### src/rtl/iovf_pkg.sv
// Purpose: constants and state codes for input over-voltage fault handling
// Assumes: command codes arrive already decoded from the management bus
// Notes:   field positions follow the fault action register layout
package iovf_pkg;
	// command codes
	localparam logic [7:0]  CMD_THRESHOLD     = 8'h55;
	localparam logic [7:0]  CMD_ACTION        = 8'h56;
	// fault action register fields
	localparam int          ACT_RESP_HI       = 7;
	localparam int          ACT_RESP_LO       = 6;
	localparam int          ACT_RETRY_HI      = 5;
	localparam int          ACT_RETRY_LO      = 3;
	localparam int          ACT_DELAY_HI      = 2;
	localparam int          ACT_DELAY_LO      = 0;
	// response select codes
	localparam logic [1:0]  RESP_IGNORE       = 2'h0;
	localparam logic [1:0]  RESP_CONTINUE     = 2'h1;
	localparam logic [1:0]  RESP_DISABLE      = 2'h2;
	localparam logic [1:0]  RESP_LATCH        = 2'h3;
	// retry codes
	localparam logic [2:0]  RETRY_NONE        = 3'h0;
	localparam logic [2:0]  RETRY_FOREVER     = 3'h7;
	// reset values
	localparam logic [15:0] THRESHOLD_RESET   = 16'hFFFF;
	localparam logic [7:0]  ACTION_RESET      = 8'h80;
	// delay unit counter
	localparam logic [7:0]  UNITS_ONE         = 8'h01;

	typedef enum logic [4:0] {
		ST_RUN     = 5'h01,
		ST_CONT    = 5'h02,
		ST_OFFWAIT = 5'h04,
		ST_RESTART = 5'h08,
		ST_LATCHED = 5'h10
	} iovf_state_t;
endpackage

### src/rtl/iovf_delay_timer.sv
// Purpose: counts 2^code time-unit ticks after a start pulse
// Assumes: unitTick is one clock wide, one per configured time unit
// Notes:   a new start abandons any count in progress
`timescale 1ns/1ps
module iovf_delay_timer (
	// clock and reset
	input  wire logic       clk,
	input  wire logic       rst_n,
	// control
	input  wire logic       start,
	input  wire logic [2:0] code,
	input  wire logic       unitTick,
	// result
	output logic            done
);
	logic [7:0] remQ;
	logic       runQ;
	logic       doneQ;
	wire  [7:0] loadUnits = iovf_pkg::UNITS_ONE << code;

	always_ff @(posedge clk or negedge rst_n) begin
		if (!rst_n) begin
			remQ  <= 8'h00;
			runQ  <= 1'b0;
			doneQ <= 1'b0;
		end else if (start) begin
			remQ  <= loadUnits;
			runQ  <= 1'b1;
			doneQ <= 1'b0;
		end else if (runQ && unitTick) begin
			if (remQ == iovf_pkg::UNITS_ONE) begin
				runQ  <= 1'b0;
				doneQ <= 1'b1;
			end else begin
				remQ  <= remQ - 8'h01;
			end
		end else begin
			doneQ <= 1'b0;
		end
	end

	assign done = doneQ;
endmodule

### src/rtl/iovf_fault_response.sv
// Purpose: input over-voltage detection and programmable fault response
// Assumes: vinMeas uses the same encoding as the stored threshold
// Notes:   time unit comes in as unitTick; output enable is the result
// Functional notes
// threshold is 16-bit, read/write at 0x55
// response 00 keeps output running
// response 01 runs for delay, then retries
// response 10 disables at once, then retries
// response 11 latches off until cleared
// retry 000 means stay off
// retry 001 tries one restart, then latch
// retry 010 tries two restarts, then latch
// restart spacing equals delay times time unit
// delay code n means 2^n time units
// retry 111 retries forever until commanded off
// fault when input exceeds programmed threshold
`timescale 1ns/1ps
module iovf_fault_response (
	// clock and reset
	input  wire logic        clk,
	input  wire logic        rst_n,
	// command port
	input  wire logic        cmdWrite,
	input  wire logic        cmdRead,
	input  wire logic [7:0]  cmdCode,
	input  wire logic [15:0] cmdWrData,
	output logic      [15:0] cmdRdData,
	output logic             cmdRdValid,
	// fault clearing and control
	input  wire logic        statusClear,
	input  wire logic        clearFaults,
	input  wire logic        outputOnCmd,
	// measurement and timing
	input  wire logic [15:0] vinMeas,
	input  wire logic        unitTick,
	// results
	output logic             outputEnable,
	output logic             faultStatus
);
	logic                    rstMeta_q;
	logic                    rstSync_q;
	logic [15:0]             threshold_q;
	logic [7:0]              action_q;
	logic [15:0]             rdData_q;
	logic                    rdValid_q;
	logic                    status_q;
	logic                    outEn_q;
	logic [2:0]              attempts_q;
	logic [2:0]              attempts_d;
	iovf_pkg::iovf_state_t   state_q;
	iovf_pkg::iovf_state_t   state_d;
	logic                    timerDone;

	// reset release through two flops
	always_ff @(posedge clk or negedge rst_n) begin
		if (!rst_n) begin
			rstMeta_q <= 1'b0;
			rstSync_q <= 1'b0;
		end else begin
			rstMeta_q <= 1'b1;
			rstSync_q <= rstMeta_q;
		end
	end

	// command decode
	wire wrThreshold = cmdWrite && (cmdCode == iovf_pkg::CMD_THRESHOLD);
	wire wrAction    = cmdWrite && (cmdCode == iovf_pkg::CMD_ACTION);
	wire [15:0] rdMux =
		(cmdCode == iovf_pkg::CMD_THRESHOLD) ? threshold_q :
		(cmdCode == iovf_pkg::CMD_ACTION)    ? {8'h00, action_q} :
		16'h0000;

	// action fields
	wire [1:0] respSel  = action_q[iovf_pkg::ACT_RESP_HI:iovf_pkg::ACT_RESP_LO];
	wire [2:0] retryLim =
		action_q[iovf_pkg::ACT_RETRY_HI:iovf_pkg::ACT_RETRY_LO];
	wire [2:0] delayCode =
		action_q[iovf_pkg::ACT_DELAY_HI:iovf_pkg::ACT_DELAY_LO];

	wire faultNow   = vinMeas > threshold_q;
	wire clearAny   = statusClear || clearFaults || !outputOnCmd;
	// a further restart is allowed while under the limit or unlimited
	wire moreRetry  = (retryLim == iovf_pkg::RETRY_FOREVER) ||
		(attempts_q < retryLim);
	wire firstRetry = retryLim != iovf_pkg::RETRY_NONE;

	always_ff @(posedge clk or negedge rstSync_q) begin
		if (!rstSync_q) begin
			threshold_q <= iovf_pkg::THRESHOLD_RESET;
			action_q    <= iovf_pkg::ACTION_RESET;
		end else begin
			if (wrThreshold)
				threshold_q <= cmdWrData;
			if (wrAction)
				action_q    <= cmdWrData[7:0];
		end
	end

	always_ff @(posedge clk or negedge rstSync_q) begin
		if (!rstSync_q) begin
			rdData_q  <= 16'h0000;
			rdValid_q <= 1'b0;
		end else begin
			rdValid_q <= cmdRead;
			if (cmdRead)
				rdData_q <= rdMux;
		end
	end

	// sticky fault bit: a new fault wins over a clear in the same cycle
	always_ff @(posedge clk or negedge rstSync_q) begin
		if (!rstSync_q)
			status_q <= 1'b0;
		else if (faultNow)
			status_q <= 1'b1;
		else if (statusClear || clearFaults)
			status_q <= 1'b0;
	end

	// response sequencing
	always_comb begin
		state_d    = state_q;
		attempts_d = attempts_q;
		unique case (state_q)
			iovf_pkg::ST_RUN: begin
				attempts_d = 3'h0;
				if (faultNow && outputOnCmd) begin
					unique case (respSel)
						iovf_pkg::RESP_IGNORE:   state_d = iovf_pkg::ST_RUN;
						iovf_pkg::RESP_CONTINUE: state_d = iovf_pkg::ST_CONT;
						iovf_pkg::RESP_DISABLE:  state_d = firstRetry ?
							iovf_pkg::ST_OFFWAIT : iovf_pkg::ST_LATCHED;
						iovf_pkg::RESP_LATCH:    state_d = iovf_pkg::ST_LATCHED;
					endcase
				end
			end
			iovf_pkg::ST_CONT: begin
				if (!outputOnCmd)
					state_d = iovf_pkg::ST_RUN;
				else if (timerDone)
					// still faulty at the end of the delay: use retry setting
					state_d = !faultNow ? iovf_pkg::ST_RUN :
						firstRetry ? iovf_pkg::ST_OFFWAIT :
						iovf_pkg::ST_LATCHED;
			end
			iovf_pkg::ST_OFFWAIT: begin
				if (!outputOnCmd) begin
					state_d = iovf_pkg::ST_RUN;
				end else if (timerDone) begin
					state_d    = iovf_pkg::ST_RESTART;
					attempts_d = attempts_q + 3'h1;
				end
			end
			iovf_pkg::ST_RESTART: begin
				if (!outputOnCmd)
					state_d = iovf_pkg::ST_RUN;
				else if (faultNow)
					state_d = moreRetry ? iovf_pkg::ST_OFFWAIT :
						iovf_pkg::ST_LATCHED;
				else if (timerDone)
					state_d = iovf_pkg::ST_RUN;
			end
			iovf_pkg::ST_LATCHED: begin
				if (clearAny)
					state_d = iovf_pkg::ST_RUN;
			end
			default: state_d = iovf_pkg::ST_LATCHED;
		endcase
	end

	// restart after a fault-free attempt window; timer restarts on entry
	wire timerStart = (state_d != state_q) &&
		(state_d == iovf_pkg::ST_CONT || state_d == iovf_pkg::ST_OFFWAIT ||
		 state_d == iovf_pkg::ST_RESTART);
	wire outEnD = outputOnCmd && (state_d != iovf_pkg::ST_OFFWAIT) &&
		(state_d != iovf_pkg::ST_LATCHED);

	always_ff @(posedge clk or negedge rstSync_q) begin
		if (!rstSync_q) begin
			state_q    <= iovf_pkg::ST_RUN;
			attempts_q <= 3'h0;
			outEn_q    <= 1'b0;
		end else begin
			state_q    <= state_d;
			attempts_q <= attempts_d;
			outEn_q    <= outEnD;
		end
	end

	iovf_delay_timer u_timer (
		.clk      (clk),
		.rst_n    (rstSync_q),
		.start    (timerStart),
		.code     (delayCode),
		.unitTick (unitTick),
		.done     (timerDone)
	);

	assign cmdRdData    = rdData_q;
	assign cmdRdValid   = rdValid_q;
	assign outputEnable = outEn_q;
	assign faultStatus  = status_q;
endmodule

### config.mk
export PLATFORM = sky130hd
export DESIGN_NAME = iovf_fault_response
export DESIGN_NICKNAME = d
export VERILOG_FILES = /design/src/rtl/iovf_pkg.sv /design/src/rtl/iovf_delay_timer.sv /design/src/rtl/iovf_fault_response.sv
export SDC_FILE = /design/constraint.sdc
export NUM_CORES = 1
export LEC_CHECK = 0
export ABC_AREA = 1
export ABC_CLOCK_PERIOD_IN_PS = 2500
export BUFFER_PORTS_ARGS = -buffer_cell sky130_fd_sc_hd__buf_2
export CORE_AREA = 8 8 92 94
export CTS_CLUSTER_SIZE = 25
export DETAILED_ROUTE_END_ITERATION = 8
export DIE_AREA = 0 0 100 102
export GPL_ROUTABILITY_DRIVEN = 0
export GPL_TIMING_DRIVEN = 0
export MAX_ROUTING_LAYER = met4
export PLACE_DENSITY_LB_ADDON = 0.1
export SLEW_MARGIN = 30
export SYNTH_ARGS = -nofsm -noshare
export SYNTH_HDL_FRONTEND = slang
export SYNTH_SLANG_ARGS = --single-unit
### constraint.sdc
create_clock -name clk -period 2.5 [get_ports clk]
set_input_delay 0.25 -clock clk [delete_from_list [all_inputs] [get_ports clk]]
set_output_delay 0.25 -clock clk [all_outputs]
set_load 0.05 [all_outputs]
* Word level (Yosys, flattened, before mapping)
Index checks and enable logic that the tools add are counted.
** Storage, ports and cells
- Register bits :: 63
- Bits of input ports :: 48
- Output and inout port bits :: 19
- Word-level logic and storage cells :: 92
** Operators by class
- $add $sub $neg :: 2
- Magnitude comparators :: 2
- Eq/ne operators :: 22
- Shift operators :: 1
- Multiplexer cells :: 30
- Reductions and logical operators :: 22
** Operators by type and width (number)
- 5-bit two-way mux :: 12
- 8-bit two-way mux :: 4
- 5-bit one-hot mux with 5 select lines :: 1
- 5-bit one-hot mux with 4 select lines :: 1
- 8-bit by 7-bit equality test with 1-bit output, second input constant :: 2
- 16-bit greater-than comparator :: 1
- 16-bit two-way mux :: 1
- 5-bit by 2-bit equality test with 1-bit output, second input constant :: 2
- 5-bit by 3-bit equality test with 1-bit output, second input constant :: 2
- 5-bit by 4-bit equality test with 1-bit output, second input constant :: 2
- 8-bit by 1-bit equality test with 1-bit output, second input constant :: 1
- 1-bit two-way mux :: 8
- 2-bit nonzero test :: 4
- 1-bit by 3-bit << shifter with 8-bit output, first input constant :: 1
- 8-bit by 1-bit subtractor with 8-bit output, second input constant :: 1
- 1-bit logical AND :: 7
- 3-bit two-way mux :: 2
- 3-bit one-hot mux with 2 select lines :: 1
- 5-bit by 1-bit equality test with 1-bit output, second input constant :: 1
- 5-bit equality test, second input constant :: 1
- 1-bit logical OR :: 5
- 5-bit by 3-bit inequality test with 1-bit output, second input constant :: 1
- 5-bit inequality test :: 1
- 5-bit inequality test, second input constant :: 1
- other kinds (13) :: 16

* Depth between registers and ports, before layout
- Depth after elaboration :: 12
- Depth in mapped cells :: 23
- Gate-level depth less buffers :: 22

* By module
From an unflattened synthesis, not the netlist that was laid out.
** Second synthesis, totals
- Cells, all modules :: 443
- Area, all modules :: 3637.2 um2
** Modules (own cells, without submodules)
- iovf_fault_response :: instances 1, cells each 343, area each 2934.1 um2, seq. area each 1348.8 um2
- iovf_delay_timer :: instances 1, cells each 100, area each 703.2 um2, seq. area each 250.2 um2

* Worst setup path after synthesis
Ideal clock, no wire load.
- Kind :: register to register
- Start point :: reg threshold_q[11]
- End point :: reg u_timer.remQ[0]
- Setup time :: 0.117 ns
- Data arrival time :: 2.286 ns
- Data required time :: 2.383 ns
- Path slack :: 0.097 ns
- Cell stages (with the launch flop) :: 18
- Path buffers :: 1
- Clock period less this slack :: 2.403 ns
- Cell sequence :: dfstp_2 -> inv_1 -> ha_1 -> a21oi_1 -> nand2_1 -> a21oi_1 -> nand2_4 -> nand3_2 -> nor2_4 -> nor2_4 -> nand2_2 -> nand2_1 -> nand3_2 -> o21bai_4 -> buf_6 -> nand2_1 -> o21ai_1 -> inv_1
** Between the ends
- Longest elaborated chain between the ends :: 11
- Elaborated cells between the ends (all ways) :: 20
- Those cells by class :: 1 x order compare; 5 x eq/ne; 8 x mux; 6 x reduce/logical
** Ends and longest elaborated chain
- start, declared :: RTL line iovf_fault_response.sv:42 : logic [15:0] threshold_q;
- start signal, assigned :: RTL line iovf_fault_response.sv:89 : threshold_q <= iovf_pkg::THRESHOLD_RESET;
- start signal, assigned :: RTL line iovf_fault_response.sv:93 : threshold_q <= cmdWrData;
- 16-bit greater-than comparator (*) :: RTL line iovf_fault_response.sv:80 : wire faultNow = vinMeas > threshold_q;
- 5-bit two-way mux :: RTL line iovf_fault_response.sv:142 : state_d = !faultNow ? iovf_pkg::ST_RUN :
- 5-bit two-way mux :: RTL line iovf_fault_response.sv:140 : else if (timerDone)
- 5-bit two-way mux :: RTL line iovf_fault_response.sv:138 : if (!outputOnCmd)
- 5-bit one-hot mux with 5 select lines (*) :: RTL line iovf_fault_response.sv:124 : unique case (state_q)
- named net state_d[2] :: RTL line iovf_fault_response.sv:51 : iovf_pkg::iovf_state_t state_d;
- 5-bit by 2-bit equality test with 1-bit output / 5-bit by 3-bit equality test with 1-bit output (equally long branches) :: RTL line iovf_fault_response.sv:173 : (state_d == iovf_pkg::ST_CONT || state_d == iovf_pkg::ST_OFFWAIT ||
- 1-bit logical OR (2 in series) :: RTL line iovf_fault_response.sv:173
- 1-bit logical AND (*) :: RTL line iovf_fault_response.sv:172 : wire timerStart = (state_d != state_q) &&
- 2-bit inequality test (no line) / 2-bit nonzero test (equally long branches)
- 2-bit AND reduction (no line)
- end signal, assigned :: RTL line iovf_delay_timer.sv:27 : remQ <= loadUnits;
- end signal, assigned :: RTL line iovf_delay_timer.sv:35 : remQ <= remQ - 8'h01;
- end, declared :: RTL line iovf_delay_timer.sv:16 : logic [7:0] remQ;
Mark *: on every way through the listed nets, which the timed path passes. The rest lies on a longest branch.
A chain may end at the register's enable or synchronous reset.

* Worst setup path in the final report
- Start point :: reg threshold_q[5]
- End point :: reg u_timer.remQ[4]
** Between the ends
- Longest elaborated chain between the ends :: 11
- Elaborated cells between the ends (all ways) :: 20
- Those cells by class :: 1 x order compare; 5 x eq/ne; 8 x mux; 6 x reduce/logical
** Ends and longest elaborated chain (RTL line)
- 16-bit greater-than comparator (*) :: iovf_fault_response.sv:80
- 5-bit two-way mux :: iovf_fault_response.sv:142
- 5-bit two-way mux :: iovf_fault_response.sv:140
- 5-bit two-way mux :: iovf_fault_response.sv:138
- 5-bit one-hot mux with 5 select lines (*) :: iovf_fault_response.sv:124
- 5-bit by 2-bit equality test with 1-bit output / 5-bit by 3-bit equality test with 1-bit output (equally long branches) :: iovf_fault_response.sv:173
- 1-bit logical OR (2 in series) :: iovf_fault_response.sv:173
- 1-bit logical AND (*) :: iovf_fault_response.sv:172
- 2-bit inequality test (no line) / 2-bit nonzero test (equally long branches)
- 2-bit AND reduction (no line)
Every way passes the cells marked *; elsewhere a longest branch is shown, timed or not.

==> Flow_metrics.wiki <==
{| class="wikitable"
! Metric !! Value
|-
| Via density || around 5.2
|-
| Clock Power Share || 0.290
|-
| Initial cell density of the core || 0.5190
|-
| Overall Global Routing Usage || 0.2002
|-
| First-pass detailed-route iteration total || 4
|-
| Part of the Yosys area used for sequential elements || 0.4365
|-
| Layout overhead on the synthesized area || 27.12%
|-
| Hold Worst Slack || 0.02534 ns
|-
| FFs w/ async S/R, synth || 1.000
|-
| CTS tree || done
|-
| Total power divided by cell area || between 600 and 700 nW/um2
|-
| Relative contribution of combinational cells to total power || 0.309
|-
| First-pass GRT wire length || 15.99 mm
|-
| Max-cap check violation count || 0
|-
| Max Freq || 369.6 MHz
|-
| Height of the die || around 100 um
|-
| Number of antenna repair diodes || 0
|-
| Latest clock arrival within the worst-skew pair || ~0.34 ns
|-
| DIE WIDTH || approximately 100 um
|-
| Internal portion of total power || between 2 and 2.5 mW
|-
| Area inside the core boundary || ~7100 um2
|-
| Highest ir drop seen on vdd || about 0.00033 V
|-
| Count of input and output buffers || 66
|-
| Min cycle time layout || around 2.7 ns
|-
| Total wire length after detailed routing || 9.271 mm
|-
| Synth Area per Inst || approximately 8.3 um2
|-
| Final setup violation count || 10
|-
| Fin cells || roughly 630
|-
| Post-detailed-placement half-perimeter wirelength || just under 7 mm
|-
| Final clock skew || 0.007013 ns
|-
| Most used flip-flop cell after synthesis || dfrtp_1
|-
| Part of the power in registers || 0.401
|-
| Failing checks || setup timing
|-
| Clock buffers created by TritonCTS || 9
|-
| Number of hold-slack violations in the final timing report || 0
|-
| DRC Markers || 0
|-
| Top-level port count || 67
|-
| Number of standard cells after synthesis || around 440
|-
| Status || finished with violations
|-
| Slew headroom || 0.5858
|-
| Die area || ~10,000 um2
|-
| Kind of end point of the critical path || register
|-
| Placed instance count || 605
|-
| Number of nets still failing antenna checks after routing || 0
|-
| Cell area after synthesis || approximately 3700 um2
|-
| TritonCTS Sinks || 63
|-
| Syn nets || around 500
|-
| Count of vias placed by the detailed router || about 3,300
|-
| Number of global-route vias before repair || around 3,500
|-
| Final setup slack of the worst path || -0.2053 ns
|-
| Req. time, crit path || between 2 and 3 ns
|-
| Yosys warning total || 0
|-
| Unrepaired setup endpoints after global routing || yes
|-
| Number of standard-cell rows in the floorplan || 31
|-
| Switching share of total power || 0.3635
|-
| Critical Path Start Type || register
|-
| GRT overflow || 0
|-
| Deepest clock path buffer count || 2
|-
| Post-synth EDFFs || 0
|-
| Number of levels the H-tree was split into || 3
|-
| Pleak || roughly 2.3 nW
|-
| Starting DRT DRC Count || 103
|-
| Biggest fanout along the worst timing path || 6
|-
| Unique cell type count in the Yosys netlist || between 40 and 50
|-
| Share of layout cells above drive strength 1 || 0.3440
|-
| Post-route clock period utilization || 1.082
|-
| Class of the tightest hold or removal check || input port to register
|-
| Worst setup path category || register to register
|-
| Data arrival time of the critical path || between 2 and 3 ns
|-
| Largest net degree at the start of global routing || 41
|-
| Final Net Count || approximately 600
|-
| Measured slew at the worst slew-check pin || around 0.62 ns
|-
| Buffer cell driving the clock tree root || clkbuf_8
|-
| DP Worst Slack || -0.2455 ns
|-
| Detail-routed net length per standard cell || 14.69 um
|-
| Number of max-slew violations in the final report || 0
|-
| Antenna violations before repair || 0
|-
| Net switching power of the design || around 1.2 mW
|-
| Register clock-pin slew on the reported worst setup and hold paths || ~0.08 ns
|-
| Post-synthesis register bit count || 63
|}
[cell usage in the layout, fill, tap and decap left out, types with 2 or more instances in the layout]
| cell type | n |
|---|---|
| a31oi_1 | 2 |
| o21a_1 | 7 |
| inv_6 | 2 |
| buf_4 | 6 |
| o221ai_1 | 8 |
| clkinvlp_4 | 2 |
| nand3_2 | 2 |
| dfrtp_1 | 44 |
| nand4_1 | 9 |
| ha_4 | 10 |
| o21ai_1 | 2 |
| a21oi_1 | 22 |
| clkbuf_8 | 10 |
| a21oi_2 | 2 |
| buf_6 | 4 |
| xnor2_1 | 4 |
| nand2_4 | 3 |
| nor2_2 | 5 |
| buf_2 | 68 |
| nor4_1 | 2 |
| inv_2 | 12 |
| nand2_2 | 13 |
| nand3b_1 | 2 |
| nand2_1 | 72 |
| clkbuf_1 | 9 |
| o21ai_0 | 14 |
| or2_2 | 2 |
| nand3_4 | 4 |
| nor2_1 | 33 |
| xor2_1 | 4 |
| o31ai_1 | 8 |
| nand3_1 | 35 |
| o21ai_2 | 8 |
| nor3_1 | 9 |
| inv_1 | 45 |
| nor2_4 | 2 |
| dfstp_2 | 18 |
| ha_1 | 11 |
[cell type report]
class | instances | area [um2]
inverter | 58 | 220.2
fill | 611 | 2402
sequential | 63 | 1603
buffer | 11 | 50.05
tap | 99 | 123.9
clock buffer | 10 | 137.6
multi-input combinational | 306 | 2011
timing repair buffer | 78 | 444.2
clock inverter | 6 | 67.56
[power groups by stage]
stage          clock network [mW]  registers, mW  logic [mW]
3_3_place_gp                    0           1.31       0.826
5_1_grt                     0.991           1.31        1.12
6_report                    0.929           1.29       0.990
2_1_floorplan                   0           1.35       0.596
3_5_place_dp                    0           1.30       0.867
4_1_cts                     0.947           1.28       0.919
[cell families after synthesis]
logic type                 Yosys count  share of synthesized area
AOI/OAI and AO/OA                   78                     0.1339
xor gates and xnor gates             8                    0.01912
adders and majority gates           21                    0.07172
buffers and inverters               70                    0.07616
DFF                                 63                     0.4365
muxes                                1                   0.003074
other                                1                   0.001024
and+or+nand+nor                    197                     0.2585
[critical path: stages (launching register included)]
cell      delay [ns]
dfstp_2         0.52
inv_1           0.06
ha_1            0.29
a21oi_1         0.16
nor2_1          0.08
nor2_1          0.12
nand2_2         0.08
nand2_2         0.08
nand2_4         0.10
nand2_4         0.11
nand2_1         0.05
nand2_1         0.06
nand3_1         0.12
o21ai_2         0.09
nand3_2         0.12
o21bai_4        0.22
buf_6           0.15
o21ai_2         0.05
nand2_1         0.09
nand2_1         0.05
[state kept, by name (all words and copies together) (netlist names)]
| register | cells |
|---|---|
| cmdRdData | 16 |
| threshold_q | 16 |
| action_q | 8 |
| u_timer.remQ | 8 |
| state_q | 5 |
| attempts_q | 3 |
| cmdRdValid | 1 |
| faultStatus | 1 |
| outputEnable | 1 |
| rstMeta_q | 1 |
| rstSync_q | 1 |
| u_timer.done | 1 |
| u_timer.runQ | 1 |
[synth_stat cells (all sizes together) (7+ instances only)]
cell type / instances / area [um2]
nand2: 88 / 350.3
inv: 58 / 217.7
dfrtp: 45 / 1126
nand3: 41 / 242.7
nor2: 40 / 177.7
a21oi: 24 / 120.1
o21ai: 24 / 123.9
ha: 21 / 262.8
dfstp: 18 / 473.0
nor3: 10 / 55.05
clkbuf: 9 / 33.78
nand4: 9 / 56.30
o221ai: 8 / 70.07
o31ai: 8 / 60.06
o21a: 7 / 52.55
[timing repair]
action	4_1_cts	5_1_grt
cloned	0	1
pin swaps	12	13
endpoints found under the setup margin	10	10
endpoints found under the hold margin	2	0
resized for setup	34	22
hold buffers	1	0
setup buffers	6	3
[worst paths after layout]
check	depth (start not counted)	to	from	slack, ns
max reg2reg	19	u_timer.remQ[4]	threshold_q[5]	-0.21
min in group asynchronous	2	rstSync_q	rst_n	0.21
max	19	u_timer.remQ[4]	threshold_q[5]	-0.21
min reg2reg	0	u_timer.remQ[0]	rstSync_q	0.23
min	1	cmdRdValid	cmdRead	0.03
max in group asynchronous	1	threshold_q[14]	rstSync_q	1.70
[metal layers]
metal / vias to the layer above / share of wire / global-route usage
li1: 1654 / - / -
met2: 66 / 0.50 / 0.3315
met5: - / 0 / -
met1: 1560 / 0.45 / 0.2340
met3: 12 / 0.038 / 0.03747
met4: 0 / 0.015 / 0.08605
[stage by stage]
step | instance area (um2) | setup TNS [ns] | utilization | total power, mW
after floorplan | 3664 | 0 | - | 1.942
final | 4657 | -1.611 | 0.6597 | 3.206
after detailed placement | 4141 | -1.611 | 0.5867 | 2.167
after global routing | 4657 | -3.372 | 0.6597 | 3.421
after global placement | 4118 | -6.846 | 0.5833 | 2.131
after CTS | 4559 | -0.7360 | 0.6459 | 3.147
No activity file was read; power rests on OpenSTA's default activity.
